===== src/core/cis_defines.vh =====
// Constants for the instruction sequencer: opcodes, flag bit positions,
// reset values, and clock-period counts.
// Assumes inclusion by bare name from the design files.
`ifndef CIS_DEFINES_VH
`define CIS_DEFINES_VH

// --------------------------------------------------------------------------
// Opcodes
// --------------------------------------------------------------------------
`define CIS_OP_ADD_REG   5'h10
`define CIS_OP_AND_REG   5'h14
`define CIS_OP_CMP_REG   5'h17
`define CIS_OP_ADD_IMM   8'hc6
`define CIS_OP_AND_IMM   8'he6
`define CIS_OP_CALL      8'hcd
`define CIS_OP_INV_ACC   8'h2f
`define CIS_OP_INV_CY    8'h3f
`define CIS_SRC_MEM      3'h6
`define CIS_SRC_ACC      3'h7

// --------------------------------------------------------------------------
// Flag positions in the status byte
// --------------------------------------------------------------------------
`define CIS_FLAG_CY      0
`define CIS_FLAG_P       2
`define CIS_FLAG_AC      4
`define CIS_FLAG_Z       6
`define CIS_FLAG_S       7

// --------------------------------------------------------------------------
// Reset values and clock-period counts
// --------------------------------------------------------------------------
`define CIS_RST_BYTE     8'h00
`define CIS_RST_WORD     16'h0000
`define CIS_RST_FLAGS    8'h02
`define CIS_CLKS_SHORT   4
`define CIS_CLKS_MEM     7

`endif


===== src/core/cis_alu.v =====
// Eight-bit arithmetic and logic unit for the instruction sequencer.
// Assumes its operands are held stable by the caller for one cycle.
`timescale 1ns/10ps
`include "cis_defines.vh"

module cis_alu
(
    input  wire [1:0] op,
    input  wire [7:0] act,
    input  wire [7:0] tmp,
    output reg  [7:0] res,
    output reg        cy,
    output reg        ac,
    output wire       zf,
    output wire       sf,
    output wire       pf
);

    reg [8:0] wide;
    reg [4:0] nib;

    // ----------------------------------------------------------------------
    // Operation select: 0 add, 1 and, 2 compare (subtract).
    // ----------------------------------------------------------------------
    // Compare borrows are the inverse of the carry out of a two's
    // complement add, which is why cy is inverted for op 2.
    always @*
    begin
        wide = 9'h000;
        nib  = 5'h00;
        res  = 8'h00;
        cy   = 1'b0;
        ac   = 1'b0;
        case (op)
            2'd0:
            begin
                wide = {1'b0, act} + {1'b0, tmp};
                nib  = {1'b0, act[3:0]} + {1'b0, tmp[3:0]};
                res  = wide[7:0];
                cy   = wide[8];
                ac   = nib[4];
            end
            2'd1:
            begin
                res = act & tmp;
                // Carry clear, aux from bit 3.
                cy  = 1'b0;
                ac  = act[3] | tmp[3];
            end
            2'd2:
            begin
                wide = {1'b0, act} + {1'b0, ~tmp} + 9'h001;
                nib  = {1'b0, act[3:0]} + {1'b0, ~tmp[3:0]} + 5'h01;
                res  = wide[7:0];
                cy   = ~wide[8];
                ac   = nib[4];
            end
            default:
            begin
                res = act;
            end
        endcase
    end

    // Flags read straight off the result.
    assign zf = (res == 8'h00);
    assign sf = res[7];
    assign pf = ~^res;

endmodule


===== src/core/cis_sequencer.v =====
// Execution sequencer for add, and, compare, call, and the two
// complement instructions of an eight-bit processor.
// Assumes memory answers a read in the T3 state it is asked in, and that
// all inputs are synchronous to clk.
`timescale 1ns/10ps
`include "cis_defines.vh"

module cis_sequencer
(
    input  wire        clk,
    input  wire        rst_n,
    input  wire [7:0]  data_in,
    input  wire [7:0]  reg_file_b,
    input  wire [7:0]  reg_file_c,
    input  wire [7:0]  reg_file_d,
    input  wire [7:0]  reg_file_e,
    input  wire [7:0]  reg_file_h,
    input  wire [7:0]  reg_file_l,
    output reg  [15:0] addr_out,
    output reg  [7:0]  data_out,
    output reg         data_oe_n,
    output reg         status_valid,
    output reg         mem_read,
    output reg         mem_write,
    output reg  [2:0]  t_state,
    output reg  [2:0]  m_cycle,
    output reg  [7:0]  acc_out,
    output reg  [7:0]  flags_out,
    output reg  [15:0] pc_out,
    output reg  [15:0] stack_pointer_out
);

    // ----------------------------------------------------------------------
    // State codes
    // ----------------------------------------------------------------------
    localparam [2:0] T1 = 3'd1;
    localparam [2:0] T2 = 3'd2;
    localparam [2:0] T3 = 3'd3;
    localparam [2:0] T4 = 3'd4;
    localparam [2:0] T5 = 3'd5;
    localparam [2:0] M1 = 3'd1;
    localparam [2:0] M2 = 3'd2;
    localparam [2:0] M3 = 3'd3;
    localparam [2:0] M4 = 3'd4;
    localparam [2:0] M5 = 3'd5;
    localparam [1:0] PEND_NONE = 2'd0;
    localparam [1:0] PEND_ADD  = 2'd1;
    localparam [1:0] PEND_AND  = 2'd2;
    localparam [1:0] PEND_CMP  = 2'd3;

    // ----------------------------------------------------------------------
    // Registers
    // ----------------------------------------------------------------------
    reg [2:0]  t_q;
    reg [2:0]  m_q;
    reg [7:0]  ir_q;
    reg [7:0]  acc_q;
    reg [7:0]  act_q;
    reg [7:0]  tmp_q;
    reg [7:0]  flg_q;
    reg [15:0] pc_q;
    reg [15:0] sp_q;
    reg [7:0]  w_q;
    reg [7:0]  z_q;
    reg [1:0]  pend_q;
    reg        jump_q;
    reg        cond_q;

    wire [7:0] alu_res;
    wire       alu_cy;
    wire       alu_ac;
    wire       alu_z;
    wire       alu_s;
    wire       alu_p;
    wire [1:0] alu_op;

    // ----------------------------------------------------------------------
    // Decode helpers
    // ----------------------------------------------------------------------
    // Picks a register by its three-bit source code; memory reads zero.
    function [7:0] src_sel;
        input [2:0] code;
        input [7:0] accv;
        begin
            case (code)
                3'd0:    src_sel = reg_file_b;
                3'd1:    src_sel = reg_file_c;
                3'd2:    src_sel = reg_file_d;
                3'd3:    src_sel = reg_file_e;
                3'd4:    src_sel = reg_file_h;
                3'd5:    src_sel = reg_file_l;
                3'd7:    src_sel = accv;
                default: src_sel = 8'h00;
            endcase
        end
    endfunction

    // Evaluates the call condition from opcode bits 5..3 and the flags.
    function cond_ok;
        input [7:0] op;
        input [7:0] f;
        begin
            case (op[5:4])
                2'd0:    cond_ok = f[`CIS_FLAG_Z]  == op[3];
                2'd1:    cond_ok = f[`CIS_FLAG_CY] == op[3];
                2'd2:    cond_ok = f[`CIS_FLAG_P]  == op[3];
                default: cond_ok = f[`CIS_FLAG_S]  == op[3];
            endcase
        end
    endfunction

    // Classifies the latched opcode.
    function [2:0] kind_of;
        input [7:0] op;
        begin
            if (op[7:3] == `CIS_OP_ADD_REG)
                kind_of = 3'd1;
            else if (op[7:3] == `CIS_OP_AND_REG)
                kind_of = 3'd2;
            else if (op[7:3] == `CIS_OP_CMP_REG)
                kind_of = 3'd3;
            else if (op == `CIS_OP_ADD_IMM || op == `CIS_OP_AND_IMM)
                kind_of = 3'd4;
            else if (op == `CIS_OP_CALL ||
                     (op[7:6] == 2'b11 && op[2:0] == 3'b100))
                kind_of = 3'd5;
            else
                kind_of = 3'd0;
        end
    endfunction

    wire [2:0] kind  = kind_of(ir_q);
    wire       memsrc = (ir_q[2:0] == `CIS_SRC_MEM);
    wire       is_uncond = (ir_q == `CIS_OP_CALL);

    assign alu_op = (pend_q == PEND_AND) ? 2'd1 :
                    (pend_q == PEND_CMP) ? 2'd2 : 2'd0;

    cis_alu u_alu
    (
        .op  (alu_op),
        .act (act_q),
        .tmp (tmp_q),
        .res (alu_res),
        .cy  (alu_cy),
        .ac  (alu_ac),
        .zf  (alu_z),
        .sf  (alu_s),
        .pf  (alu_p)
    );

    // ----------------------------------------------------------------------
    // Sequencer
    // ----------------------------------------------------------------------
    // One T state per clock. Each register loads only in the states that assign it; the
    // bus outputs are registered so they trail the state by one cycle,
    // which the far side must allow for.
    always @(posedge clk)
    begin
        if (!rst_n)
        begin
            t_q          <= T1;
            m_q          <= M1;
            ir_q         <= `CIS_RST_BYTE;
            acc_q        <= `CIS_RST_BYTE;
            act_q        <= `CIS_RST_BYTE;
            tmp_q        <= `CIS_RST_BYTE;
            flg_q        <= `CIS_RST_FLAGS;
            pc_q         <= `CIS_RST_WORD;
            sp_q         <= `CIS_RST_WORD;
            w_q          <= `CIS_RST_BYTE;
            z_q          <= `CIS_RST_BYTE;
            pend_q       <= PEND_NONE;
            jump_q       <= 1'b0;
            cond_q       <= 1'b0;
            addr_out     <= `CIS_RST_WORD;
            data_out     <= `CIS_RST_BYTE;
            data_oe_n    <= 1'b1;
            status_valid <= 1'b0;
            mem_read     <= 1'b0;
            mem_write    <= 1'b0;
        end
        else
        begin
            status_valid <= 1'b0;
            mem_read     <= 1'b0;
            mem_write    <= 1'b0;
            data_oe_n    <= 1'b1;
            case (t_q)
                T1:
                begin
                    status_valid <= 1'b1;
                    if (m_q == M1 && jump_q)
                        addr_out <= {w_q, z_q};
                    else if (m_q == M2 && kind != 3'd4 && kind != 3'd5)
                        addr_out <= {reg_file_h, reg_file_l};
                    else if (m_q == M4 || m_q == M5)
                        addr_out <= sp_q;
                    else
                        addr_out <= pc_q;
                    t_q <= T2;
                end
                T2:
                begin
                    if (m_q == M1)
                    begin
                        pc_q   <= (jump_q ? {w_q, z_q} : pc_q) + 16'h0001;
                        jump_q <= 1'b0;
                        mem_read <= 1'b1;
                        // Deferred results land here, in the next fetch.
                        // Add or AND result written to the accumulator this T2.
                        if (pend_q == PEND_ADD || pend_q == PEND_AND)
                            acc_q <= alu_res;
                        if (pend_q != PEND_NONE)
                        begin
                            flg_q[`CIS_FLAG_Z]  <= alu_z;
                            flg_q[`CIS_FLAG_S]  <= alu_s;
                            flg_q[`CIS_FLAG_P]  <= alu_p;
                            flg_q[`CIS_FLAG_CY] <= alu_cy;
                            flg_q[`CIS_FLAG_AC] <= alu_ac;
                        end
                        pend_q <= PEND_NONE;
                    end
                    else if (m_q == M4)
                    begin
                        sp_q      <= sp_q - 16'h0001;
                        data_out  <= pc_q[15:8];
                        data_oe_n <= 1'b0;
                        mem_write <= 1'b1;
                    end
                    else if (m_q == M5)
                    begin
                        data_out  <= pc_q[7:0];
                        data_oe_n <= 1'b0;
                        mem_write <= 1'b1;
                    end
                    else
                    begin
                        mem_read <= 1'b1;
                        if (kind == 3'd4 || kind == 3'd5)
                            pc_q <= pc_q + 16'h0001;
                    end
                    t_q <= T3;
                end
                T3:
                begin
                    t_q <= T1;
                    if (m_q == M1)
                    begin
                        ir_q <= data_in;
                        t_q  <= T4;
                    end
                    else if (m_q == M2)
                    begin
                        if (kind == 3'd5)
                        begin
                            z_q <= data_in;
                            m_q <= M3;
                        end
                        else
                        begin
                            tmp_q <= data_in;
                            m_q   <= M1;
                        end
                    end
                    else if (m_q == M3)
                    begin
                        w_q <= data_in;
                        m_q <= cond_q ? M4 : M1;
                    end
                    else if (m_q == M4)
                        m_q <= M5;
                    else
                    begin
                        jump_q <= 1'b1;
                        m_q    <= M1;
                    end
                end
                T4:
                begin
                    t_q <= T1;
                    m_q <= M1;
                    case (kind)
                        3'd1, 3'd2, 3'd3:
                        begin
                            act_q  <= acc_q;
                            tmp_q  <= src_sel(ir_q[2:0], acc_q);
                            m_q    <= memsrc ? M2 : M1;
                            pend_q <= (kind == 3'd1) ? PEND_ADD :
                                      (kind == 3'd2) ? PEND_AND : PEND_CMP;
                        end
                        3'd4:
                        begin
                            act_q  <= acc_q;
                            m_q    <= M2;
                            pend_q <= ir_q[5] ? PEND_AND : PEND_ADD;
                        end
                        3'd5:
                        begin
                            cond_q <= is_uncond | cond_ok(ir_q, flg_q);
                            m_q    <= M2;
                            t_q    <= T5;
                        end
                        default:
                        begin
                            if (ir_q == `CIS_OP_INV_ACC)
                                acc_q <= ~acc_q;
                            if (ir_q == `CIS_OP_INV_CY)
                                flg_q[`CIS_FLAG_CY] <=
                                    ~flg_q[`CIS_FLAG_CY];
                        end
                    endcase
                end
                T5:
                begin
                    if (cond_q)
                        sp_q <= sp_q - 16'h0001;
                    t_q <= T1;
                end
                default:
                begin
                    t_q <= T1;
                end
            endcase
        end
    end

    // ----------------------------------------------------------------------
    // Visible state, registered so every output is a flip-flop.
    // ----------------------------------------------------------------------
    always @(posedge clk)
    begin
        if (!rst_n)
        begin
            t_state           <= T1;
            m_cycle           <= M1;
            acc_out           <= `CIS_RST_BYTE;
            flags_out         <= `CIS_RST_FLAGS;
            pc_out            <= `CIS_RST_WORD;
            stack_pointer_out <= `CIS_RST_WORD;
        end
        else
        begin
            t_state           <= t_q;
            m_cycle           <= m_q;
            acc_out           <= acc_q;
            flags_out         <= flg_q;
            pc_out            <= pc_q;
            stack_pointer_out <= sp_q;
        end
    end

endmodule


===== config.mk =====
export PLATFORM = sky130hd
export DESIGN_NAME = cis_sequencer
export DESIGN_NICKNAME = d
export VERILOG_FILES = /design/src/core/cis_alu.v /design/src/core/cis_sequencer.v
export VERILOG_INCLUDE_DIRS = /design/src /design/src/core
export SDC_FILE = /design/constraint.sdc
export NUM_CORES = 1
export LEC_CHECK = 0
export ABC_AREA = 1
export BUFFER_PORTS_ARGS = -buffer_cell sky130_fd_sc_hd__buf_2
export CORE_ASPECT_RATIO = 0.9
export CORE_MARGIN = 10
export CORE_UTILIZATION = 55
export DETAILED_ROUTE_END_ITERATION = 8
export GPL_ROUTABILITY_DRIVEN = 0
export MAX_ROUTING_LAYER = met4
export PLACE_DENSITY = 0.85
export SYNTH_ARGS = -nofsm -noshare
export SYNTH_HDL_FRONTEND = slang
export SYNTH_HIERARCHICAL = 1
export SYNTH_SLANG_ARGS = --single-unit
export TNS_END_PERCENT = 10

===== constraint.sdc =====
create_clock -name clk -period 3.3 [get_ports clk]
set_input_delay 0.165 -clock clk [delete_from_list [all_inputs] [get_ports clk]]
set_output_delay 0.165 -clock clk [all_outputs]
set_load 0.02 [all_outputs]

=== Word-level counts from Yosys, hierarchy flattened ===
Cells that the tools add are included.

* Reduce and logical (&&, ||, !) cells: 42
* Bitwise operators: 12
* $add $sub $neg: 9
* Mux-type cells: 74
* Equal/unequal tests: 63

{| class="wikitable"
|+ Operators with widths
! cell !! number
|-
| $mux W16 || 11
|-
| $mux W8 || 10
|-
| $pmux W8 S7 || 1
|-
| $mux W3 || 12
|-
| $ne A2 B2 Y1 const B || 18
|-
| $add A16 B1 Y16 const B || 2
|-
| $pmux W16 S2 || 1
|-
| $pmux W8 S2 || 2
|-
| $eq A3 B3 Y1 const B || 10
|-
| $eq A3 B2 Y1 const B || 8
|-
| $eq A8 B8 Y1 const B || 3
|-
| $pmux W8 S3 || 1
|-
| $mux W1 || 19
|-
| $add A8 B8 Y9 || 2
|-
| $eq A8 B6 Y1 const B || 2
|-
| $not A8 Y8 || 2
|-
| $reduce_and A4 Y1 || 4
|-
| $sub A16 B1 Y16 const B || 1
|-
| $eq A5 B5 Y1 const B || 3
|-
| $reduce_and A5 Y1 || 3
|-
| $mux W2 || 7
|-
| $reduce_bool A2 Y1 || 7
|-
| $eq A3 B1 Y1 const B || 4
|-
| $pmux W2 S2 || 3
|-
| 28 further kinds || 64
|}

* Flip-flop bits (word level): 174
* Input bits: 58

=== Logic depth before layout (Yosys ltp) ===
Gate-level depths: netlist of run 1.

* Word-level depth: 14
* Mapped depth: 18

=== Modules after synthesis ===
The synthesis of run 1 kept the hierarchy.

{| class="wikitable"
|+ By module, submodules not included
! module !! instances !! cells each !! area each (um2)
|-
| cis_sequencer || 1 || 1,235 || 8,301.7
|-
| cis_alu || 1 || 207 || 1,233.7
|}

=== Worst setup path after synthesis of run 1 ===
Ideal clock, no wire load.

* Path type: flip-flop to flip-flop
* Start point: register act_q[0]
* End point: register flg_q[2]
* Clock period less this slack: 2,288 ps
* Stages on the path, launching flop included: 18
* Required time: 3,184 ps
* Setup time: 116 ps
* Arrival time: 2,172 ps
* Path slack: 1,012 ps
* Cell sequence: dfxtp_1 inv_1 ha_1 inv_1 fa_1 nand2_1 nand2_1 nand3b_1 nand2_1 nand2_1 nand3_1 nand3_2 nor2_1 ha_1 xnor2_1 xnor2_1 nor2_1 nor2_1

* Longest elaborated chain between the ends: 4

{| class="wikitable"
|+ RTL lines
! item !! RTL line !! text
|-
| start, declared || cis_sequencer.v:58 || <nowiki>reg [7:0] act_q;</nowiki>
|-
| start signal, assigned || cis_sequencer.v:166 || <nowiki>act_q <= `CIS_RST_BYTE;</nowiki>
|-
| start signal, assigned || cis_sequencer.v:286 || <nowiki>act_q <= acc_q;</nowiki>
|-
| start signal, assigned || cis_sequencer.v:294 || <nowiki>act_q <= acc_q;</nowiki>
|-
| $add A8 B8 Y9 || cis_alu.v:52 || <nowiki>wide = {1'b0, act} + {1'b0, ~tmp} + 9'h001;</nowiki>
|-
| $add A9 B1 Y9 || cis_alu.v:52 ||
|-
| $pmux W8 S3 * || cis_alu.v:34 || <nowiki>case (op)</nowiki>
|-
| $reduce_xnor A8 Y1 * || cis_alu.v:68 || <nowiki>assign pf = ~^res;</nowiki>
|-
| net alu_p || cis_sequencer.v:74 || <nowiki>wire alu_p;</nowiki>
|-
| end signal, assigned || cis_sequencer.v:168 || <nowiki>flg_q <= `CIS_RST_FLAGS;</nowiki>
|-
| end signal, assigned by index || cis_sequencer.v:216 || <nowiki>flg_q[`CIS_FLAG_Z] <= alu_z;</nowiki>
|-
| end signal, assigned by index || cis_sequencer.v:217 || <nowiki>flg_q[`CIS_FLAG_S] <= alu_s;</nowiki>
|-
| end, declared || cis_sequencer.v:60 || <nowiki>reg [7:0] flg_q;</nowiki>
|}

The timed path passes the listed nets; every way through them passes the cells marked *.
A chain may end at the register's enable or synchronous reset.

=== Worst setup path after layout of run 1 ===
Same ends and word-level chain as after synthesis.

==> summary.txt, run 1 <==
Critical path
  • Worst-path maximum fanout: 3
  • Critical R2R Capture: flg_q[2]$_SDFFE_PN0P_
  • Crit path capture type: register
  • CP Launch Type: register
  • RR Startpoint: act_q[0]$_SDFFE_PN0P_
  • Arrival @ worst endpoint: 2.96 ns
  • FF-to-FF path depth: 17
  • CP Depth: 17
  • Max incr delay on CP: 0.38 ns
  • Cells along the critical path: inv_1, ha_1, inv_1, fa_1, nand2_1, nand2_1, nand3b_1, nand2_1, nand2_1, nand3_1, nand3_2, nor2_1, ha_1, xnor2_1, xnor2_1, nor2_1, nor2_1
  • Worst Path Buf+Inv: 2
  • Worst endpoint required time: 3.62 ns
  • Crit-path leading delay family: simple AND/OR/NAND/NOR gates
  • Slowest-stage cell, CP: fa_1
  • Most frequent cell on the critical path: nand2_1
  • Kind of critical path: reg2reg
  • R2R Setup Slk: 0.66 ns

GRT
  • Gr usage total: 0.250
  • Grt met1 use: 0.326
  • Met3 capacity usage during global routing: 0.0537
  • Largest net degree at the start of global routing: 100
  • GRT overflow: 0
  • Initial antenna violation count: 1
  • GR Layer Usage met2: 0.376
  • Vias in the first global route: 9335
  • Grt peak-use layer: met2
  • First-pass GRT wire length: 46900 um

STA
  • Setup TNS: 0 ns
  • Final period utilization: 0.800
  • Setup Viol. Count Final: 0
  • Slew at the pin closest to its max-slew limit: 0.875 ns
  • Final min period: 2.64 ns
  • Maximum clock frequency: 379 MHz
  • Max Slew Vio Count: 0
  • Final Skew: 0.0125 ns
  • Final Hold Violating Endpoints: 0
  • Slew margin rel.: 0.417
  • RSZ-0062 raised after global routing: no

Synthesis
  • Post-synth cell types: 47
  • Top FF cell, synth: dfxtp_1
  • Leading post-synthesis cells by cell area: dfxtp_1 37%, nand2_1 16%, inv_1 8.7%
  • Mapped Cells: 1442
  • Synth top area share: 0.365
  • Number of synthesized flops with an enable pin: 0
  • Synth warnings: 6
  • Synth top cells by count: 394 x nand2_1, 221 x inv_1, 174 x dfxtp_1
  • Synth Area per Inst: 6.61 um^2
  • Synthesized cell area: 9540 um^2
  • Most numerous cell in the Yosys netlist: nand2_1
  • FFs w/ async S/R, synth: 0
  • Seq/Total Area, Yosys: 0.365
  • Number of synthesized register bits: 174
  • Largest area contributor in the synthesized netlist: dfxtp_1

Drt
  • Vias per cell: 5.58
  • First DRT Iteration DRCs: 1094
  • Routed Antenna Nets: 0
  • Total routed wirelength: 28900 um
  • Vias: 10034
  • 1st-pass router iterations: 7
  • Remaining DRCs: 0
  • WL/cell: 16.1 um

Clock tree
  • H-tree depth: 4
  • CTS tree: done
  • Clk sinks: 174
  • Post-CTS setup buffer count: 0
  • Cts hold-fix bufs: 0
  • Max clock buf depth: 2
  • PostCTS Resize Cnt: 0
  • Clock Latency Late Sink: 0.44 ns
  • Clk pin slew, worst setup/hold paths: 0.07 ns
  • Clock Tree Root: clkbuf_16
  • TritonCTS buffer count: 17

Placement
  • Detail Placement HPWL: 21900 um
  • Port buffer count: 136

Layout
  • Synthesis-to-layout area growth: 14.2%
  • Sequential cell area: 3480 um^2
  • Fill cell count: 1504
  • Final #Nets: 1637
  • Post-layout util: 0.643
  • Area of the multi-input gates: 4890 um^2
  • Share of layout cells above drive strength 1: 0.150

Power and ir drop
  • Gate power share: 0.227
  • Leakage power: 5.58 nW
  • Flop pwr share: 0.422
  • Power density cells: 520 nW/um^2
  • Clock group share of total power: 0.351
  • Maximum VDD drop: 0.405 mV
  • Internal power: 3.80 mW
  • Switching fraction of total power: 0.330
  • Switching power: 1.87 mW

Min path
  • Worst hold endpoint: w_q[1]$_SDFFE_PN0P_
  • Hold crit path type: in2reg
  • Worst Hold Depth: 3
  • Hold_sp: data_in[1]

Die
  • Width of the die: 159 um
  • FP Rows: 45
  • Die Footprint: 23000 um^2
  • I/O pin count: 140
  • Initial Util: 0.563
  • Die H: 145 um
  • Core footprint: 16900 um^2

Flow run
  • Max_cap viols: 0

Run status
  • Status: finished clean
==> registers in the layout, summed over array words and instances (netlist names), 5 cells and up <==
name	count
sp_q	16
data_out	8
acc_q	8
flg_q	5
pc_out	16
z_q	8
tmp_q	8
w_q	8
flags_out	5
acc_out	8
addr_out	16
ir_q	8
stack_pointer_out	16
act_q	8
pc_q	16
==> cell families (layout without fill, tap and decap cells) <==
group / count (synthesis) / after routing / share of synthesized area
DFF: 174 / 174 / 0.365
and+or+nand+nor: 633 / 633 / 0.283
xor gates and xnor gates: 18 / 18 / 0.0165
buffers and inverters: 293 / 413 / 0.122
other: 2 / 4 / 0.000788
AOI/OAI and AO/OA: 293 / 293 / 0.173
adders and majority gates: 29 / 29 / 0.0396
==> per-stage QoR <==
stage,std cells,worst slack (ns),instance area [um^2],hold slack (ns),total power [mW]
after global routing,1799,0.503,10900,0.0358,5.94
after detailed placement,1766,0.792,10300,0.422,3.68
after CTS,1798,0.682,10900,0.0222,5.65
after floorplan,1443,1.01,9540,0.313,3.32
final,1799,0.659,10900,0.0176,5.67
after global placement,1766,0.873,10300,0.423,3.64
==> layer usage <==
metal,up-vias,part of all wire
li1,4804,-
met1,4516,0.42
met2,628,0.44
met3,86,0.11
met4,0,0.029
met5,-,0
==> worst min-delay path, delay by kind of cell <==
family	cells	cell delay [ns]
buf+inv	2	0.15
compound gates	1	0.11
==> power groups by stage <==
| stage | combinational [mW] | clock, mW | sequential (mW) |
|---|---|---|---|
| 2_1_floorplan | 0.857 | 0 | 2.46 |
| 3_3_place_gp | 1.22 | 0 | 2.42 |
| 3_5_place_dp | 1.25 | 0 | 2.43 |
| 4_1_cts | 1.26 | 2.00 | 2.38 |
| 5_1_grt | 1.44 | 2.09 | 2.41 |
| 6_report | 1.28 | 1.99 | 2.39 |
==> final cells by class <==
| class | count | share of cell area |
|---|---|---|
| Antenna cell | 1 | 0.000230 |
| Clock buffer | 18 | 0.0403 |
| Clock inverter | 14 | 0.0133 |
| Inverter | 237 | 0.0817 |
| Multi-Input combinational cell | 976 | 0.449 |
| Sequential cell | 174 | 0.320 |
| Tap cell | 235 | 0.0270 |
| Timing Repair Buffer | 144 | 0.0682 |
==> placed cells by master (no fill, tap or decap), drive strengths merged <==
master,instances
nand2,403
inv,236
dfxtp,174
buf,144
o21ai,135
nor2,113
a21oi,93
nand3,68
ha,27
o211ai,22
nand4,21
clkbuf,18
xor2,15
nor3,14
clkinv,12
o22ai,11
a22oi,8
a211oi,8
or2,8
o21a,5
nor4,4
conb,3
xnor2,3
a31oi,2
o2111ai,2
nand3b,2
bufinv,2
o221ai,2
fa,2
o21bai,2
diode,1
o32ai,1
clkinvlp,1
a22o,1
a21boi,1
==> how the worst max path moves through the flow <==
| stage | startpoint | endpoint | slack (ns) |
|---|---|---|---|
| after global routing | tmp_q[5]$_SDFFE_PN0P_ | flg_q[2]$_SDFFE_PN0P_ | 0.50 |
| after CTS | act_q[0]$_SDFFE_PN0P_ | flg_q[2]$_SDFFE_PN0P_ | 0.68 |
| after floorplan | act_q[0]$_SDFFE_PN0P_ | flg_q[2]$_SDFFE_PN0P_ | 1.01 |
| after detailed placement | act_q[0]$_SDFFE_PN0P_ | flg_q[2]$_SDFFE_PN0P_ | 0.79 |
| after global placement | act_q[0]$_SDFFE_PN0P_ | flg_q[2]$_SDFFE_PN0P_ | 0.87 |
| final | act_q[0]$_SDFFE_PN0P_ | flg_q[2]$_SDFFE_PN0P_ | 0.66 |
No activity file was read; power rests on OpenSTA's default activity.
==> run 2: changes to the inputs <==
clock period = 2.5 ns   (was 3.3 ns; I/O delays follow)
==> run 2 against run 1 <==
  * Worst hold slack got worse by 0.0059 ns
  * Combinational power increased by 37%
  * Sequential share of layout area is 0.94 points lower
  * Cell count grew 1.1%
  * Critical path type unchanged
  * Largest cell class unchanged
==> summary.txt, run 2 (same netlist as run 1, synthesis figures left out) <==
Flow run
  • Max_cap viols: 0 (unchanged)

STA
  • Setup Viol. Count Final: 0 (unchanged)
  • Slew margin rel.: 0.527 (was 0.417)
  • Final period utilization: 0.972 (was 0.800)
  • Setup TNS: 0 ns (unchanged)
  • Slew at the pin closest to its max-slew limit: 0.709 ns (was 0.875 ns)
  • Final Skew: 0.0123 ns (was 0.0125 ns)
  • RSZ-0062 raised after global routing: yes (was no)
  • Max Slew Vio Count: 0 (unchanged)
  • Final min period: 2.43 ns (was 2.64 ns)
  • Final Hold Violating Endpoints: 0 (unchanged)
  • Maximum clock frequency: 412 MHz (was 379 MHz)

Power and ir drop
  • Leakage power: 5.68 nW (was 5.58 nW)
  • Flop pwr share: 0.407 (was 0.422)
  • Switching power: 2.54 mW (was 1.87 mW)
  • Clock group share of total power: 0.367 (was 0.351)
  • Gate power share: 0.226 (was 0.227)
  • Switching fraction of total power: 0.326 (was 0.330)
  • Power density cells: 692 nW/um^2 (was 520 nW/um^2)
  • Maximum VDD drop: 0.597 mV (was 0.405 mV)
  • Internal power: 5.25 mW (was 3.80 mW)

Clock tree
  • Max clock buf depth: 2 (unchanged)
  • Post-CTS setup buffer count: 0 (unchanged)
  • TritonCTS buffer count: 17 (unchanged)
  • Clock Latency Late Sink: 0.45 ns (was 0.44 ns)
  • Clk pin slew, worst setup/hold paths: 0.07 ns (about the same)
  • CTS tree: done (unchanged)
  • Clock Tree Root: clkbuf_16 (unchanged)
  • H-tree depth: 4 (unchanged)
  • Clk sinks: 174 (unchanged)

Critical path
  • Arrival @ worst endpoint: 2.76 ns (was 2.96 ns)
  • Worst endpoint required time: 2.83 ns (was 3.62 ns)
  • Kind of critical path: reg2reg (unchanged)
  • Worst-path maximum fanout: 3 (unchanged)
  • CP Launch Type: register (unchanged)
  • Crit path capture type: register (unchanged)

Run status
  • Status: finished clean (unchanged)

Layout
  • Final #Nets: 1657 (was 1637)
  • Non-filler cells in the finished layout: 1818 (was 1799)
  • Share of layout cells above drive strength 1: 0.174 (was 0.150)
  • Diode count: 0 (was 1)
  • Synthesis-to-layout area growth: 18.1% (was 14.2%)
  • Commonest cells after routing, fill and taps aside: 390 x nand2_1, 219 x inv_1, 166 x dfxtp_1 (was 394 x nand2_1, 221 x inv_1, 174 x dfxtp_1)
  • Most common cell after layout, fill and taps aside: nand2_1 (unchanged)

GRT
  • Vias in the first global route: 9296 (was 9335)
  • First-pass GRT wire length: 47200 um (was 46900 um)
  • Initial antenna violation count: 0 (was 1)
  • Gr usage total: 0.253 (was 0.250)
  • Largest net degree at the start of global routing: 131 (was 100)
  • GRT overflow: 0 (unchanged)

Die
  • I/O pin count: 140 (unchanged)
  • Die Footprint: 23000 um^2 (unchanged)
  • Die H: 145 um (unchanged)
  • Core footprint: 16900 um^2 (unchanged)
  • Initial Util: 0.563 (unchanged)
  • Width of the die: 159 um (unchanged)
  • FP Rows: 45 (unchanged)

Min path
  • Hold crit path type: in2reg (unchanged)

Placement
  • Port buffer count: 136 (unchanged)
  • Placed cells: 1780 (was 1766)
  • Detail Placement HPWL: 22000 um (was 21900 um)

Drt
  • WL/cell: 16.3 um (was 16.1 um)
  • Routed Antenna Nets: 0 (unchanged)
  • Total routed wirelength: 29700 um (was 28900 um)
  • Remaining DRCs: 0 (unchanged)
  • Vias per cell: 5.62 (was 5.58)
  • First DRT Iteration DRCs: 1243 (was 1094)
  • 1st-pass router iterations: 7 (unchanged)
  • Vias: 10215 (was 10034)
-- run 2: changes by cell type in the layout (fill, tap and decap cells not counted), moves of 3 or more --
cell | previous run | this run
dfxtp_1 | 174 | 166
inv_6 | 0 | 5
buf_4 | 9 | 22
ha_1 | 27 | 19
ha_4 | 0 | 6
clkinvlp_4 | 1 | 4
dfxtp_2 | 0 | 7
nand2_1 | 394 | 390
dlygate4sd3_1 | 0 | 6
clkinv_2 | 5 | 1
clkinv_4 | 6 | 1
nand2_2 | 9 | 13
-- run 2: power by group through the flow --
stage          sequential [mW]  clock (mW)  combinational (mW)
2_1_floorplan             3.25           0                1.13
3_3_place_gp              3.21           0                1.63
3_5_place_dp              3.21           0                1.68
4_1_cts                   3.15        2.88                1.70
5_1_grt                   3.18        2.99                1.96
6_report                  3.17        2.86                1.76
-- run 2: worst max-delay path: stages (launching register included) --
cell,delay [ns]
dfxtp_4,0.37
inv_4,0.07
ha_4,0.12
inv_2,0.03
fa_2,0.37
nand2_2,0.10
nand2_1,0.09
o221ai_2,0.21
o21a_1,0.19
inv_2,0.04
ha_1,0.32
xnor2_2,0.16
xnor2_1,0.13
nor2_1,0.08
nor2_1,0.04
-- run 2: timing repair --
action,CTS,global route
pin swaps,0,10
setup endpoints to repair,1,2
gates resized for setup,1,37
hold buffers,6,0
endpoints found under the hold margin,12,0
-- run 2: layout make-up --
| type | count | area [um^2] |
|---|---|---|
| repair buffers | 164 | 921 |
| clock inverters | 15 | 208 |
| inverters | 237 | 892 |
| flip-flops and latches | 174 | 3500 |
| fillers | 1457 | 5690 |
| clock buffers | 17 | 425 |
| multi-input cells | 976 | 5030 |
| well taps | 235 | 294 |
-- run 2: worst paths after layout --
kind	startpoint	to	slack (ns)	depth (start not counted)
max	act_q[0]$_SDFFE_PN0P_	flg_q[2]$_SDFFE_PN0P_	0.07	14
min	data_in[2]	z_q[2]$_SDFFE_PN0P_	0.01	3
max reg2reg	act_q[0]$_SDFFE_PN0P_	flg_q[2]$_SDFFE_PN0P_	0.07	14
min reg2reg	flg_q[4]$_SDFFE_PN0P_	flags_out[4]$_SDFF_PN0_	0.44	2
-- run 2: through the flow --
step	utilization	hold WS, ns	total power, mW	cell area, um^2	setup slack, ns
floorplan	-	0.273	4.38	9540	0.212
global placement	0.615	0.417	4.84	10400	0.0970
detailed placement	0.615	0.430	4.89	10400	0.0300
CTS	0.656	0.00709	7.74	11100	0.00408
global route	0.665	0.0291	8.13	11300	-0.0616
finish	0.665	0.0117	7.79	11300	0.0708
-- run 2: layer usage --
layer  GRT usage  wire [um]  vias to the layer above  share of wire
li1            -          -                     4837              -
met1       0.326      12600                     4680           0.42
met2       0.375      13100                      600           0.44
met3      0.0618       3070                       98           0.10
met4      0.0967        959                        0          0.032
met5           -          0                        -              0
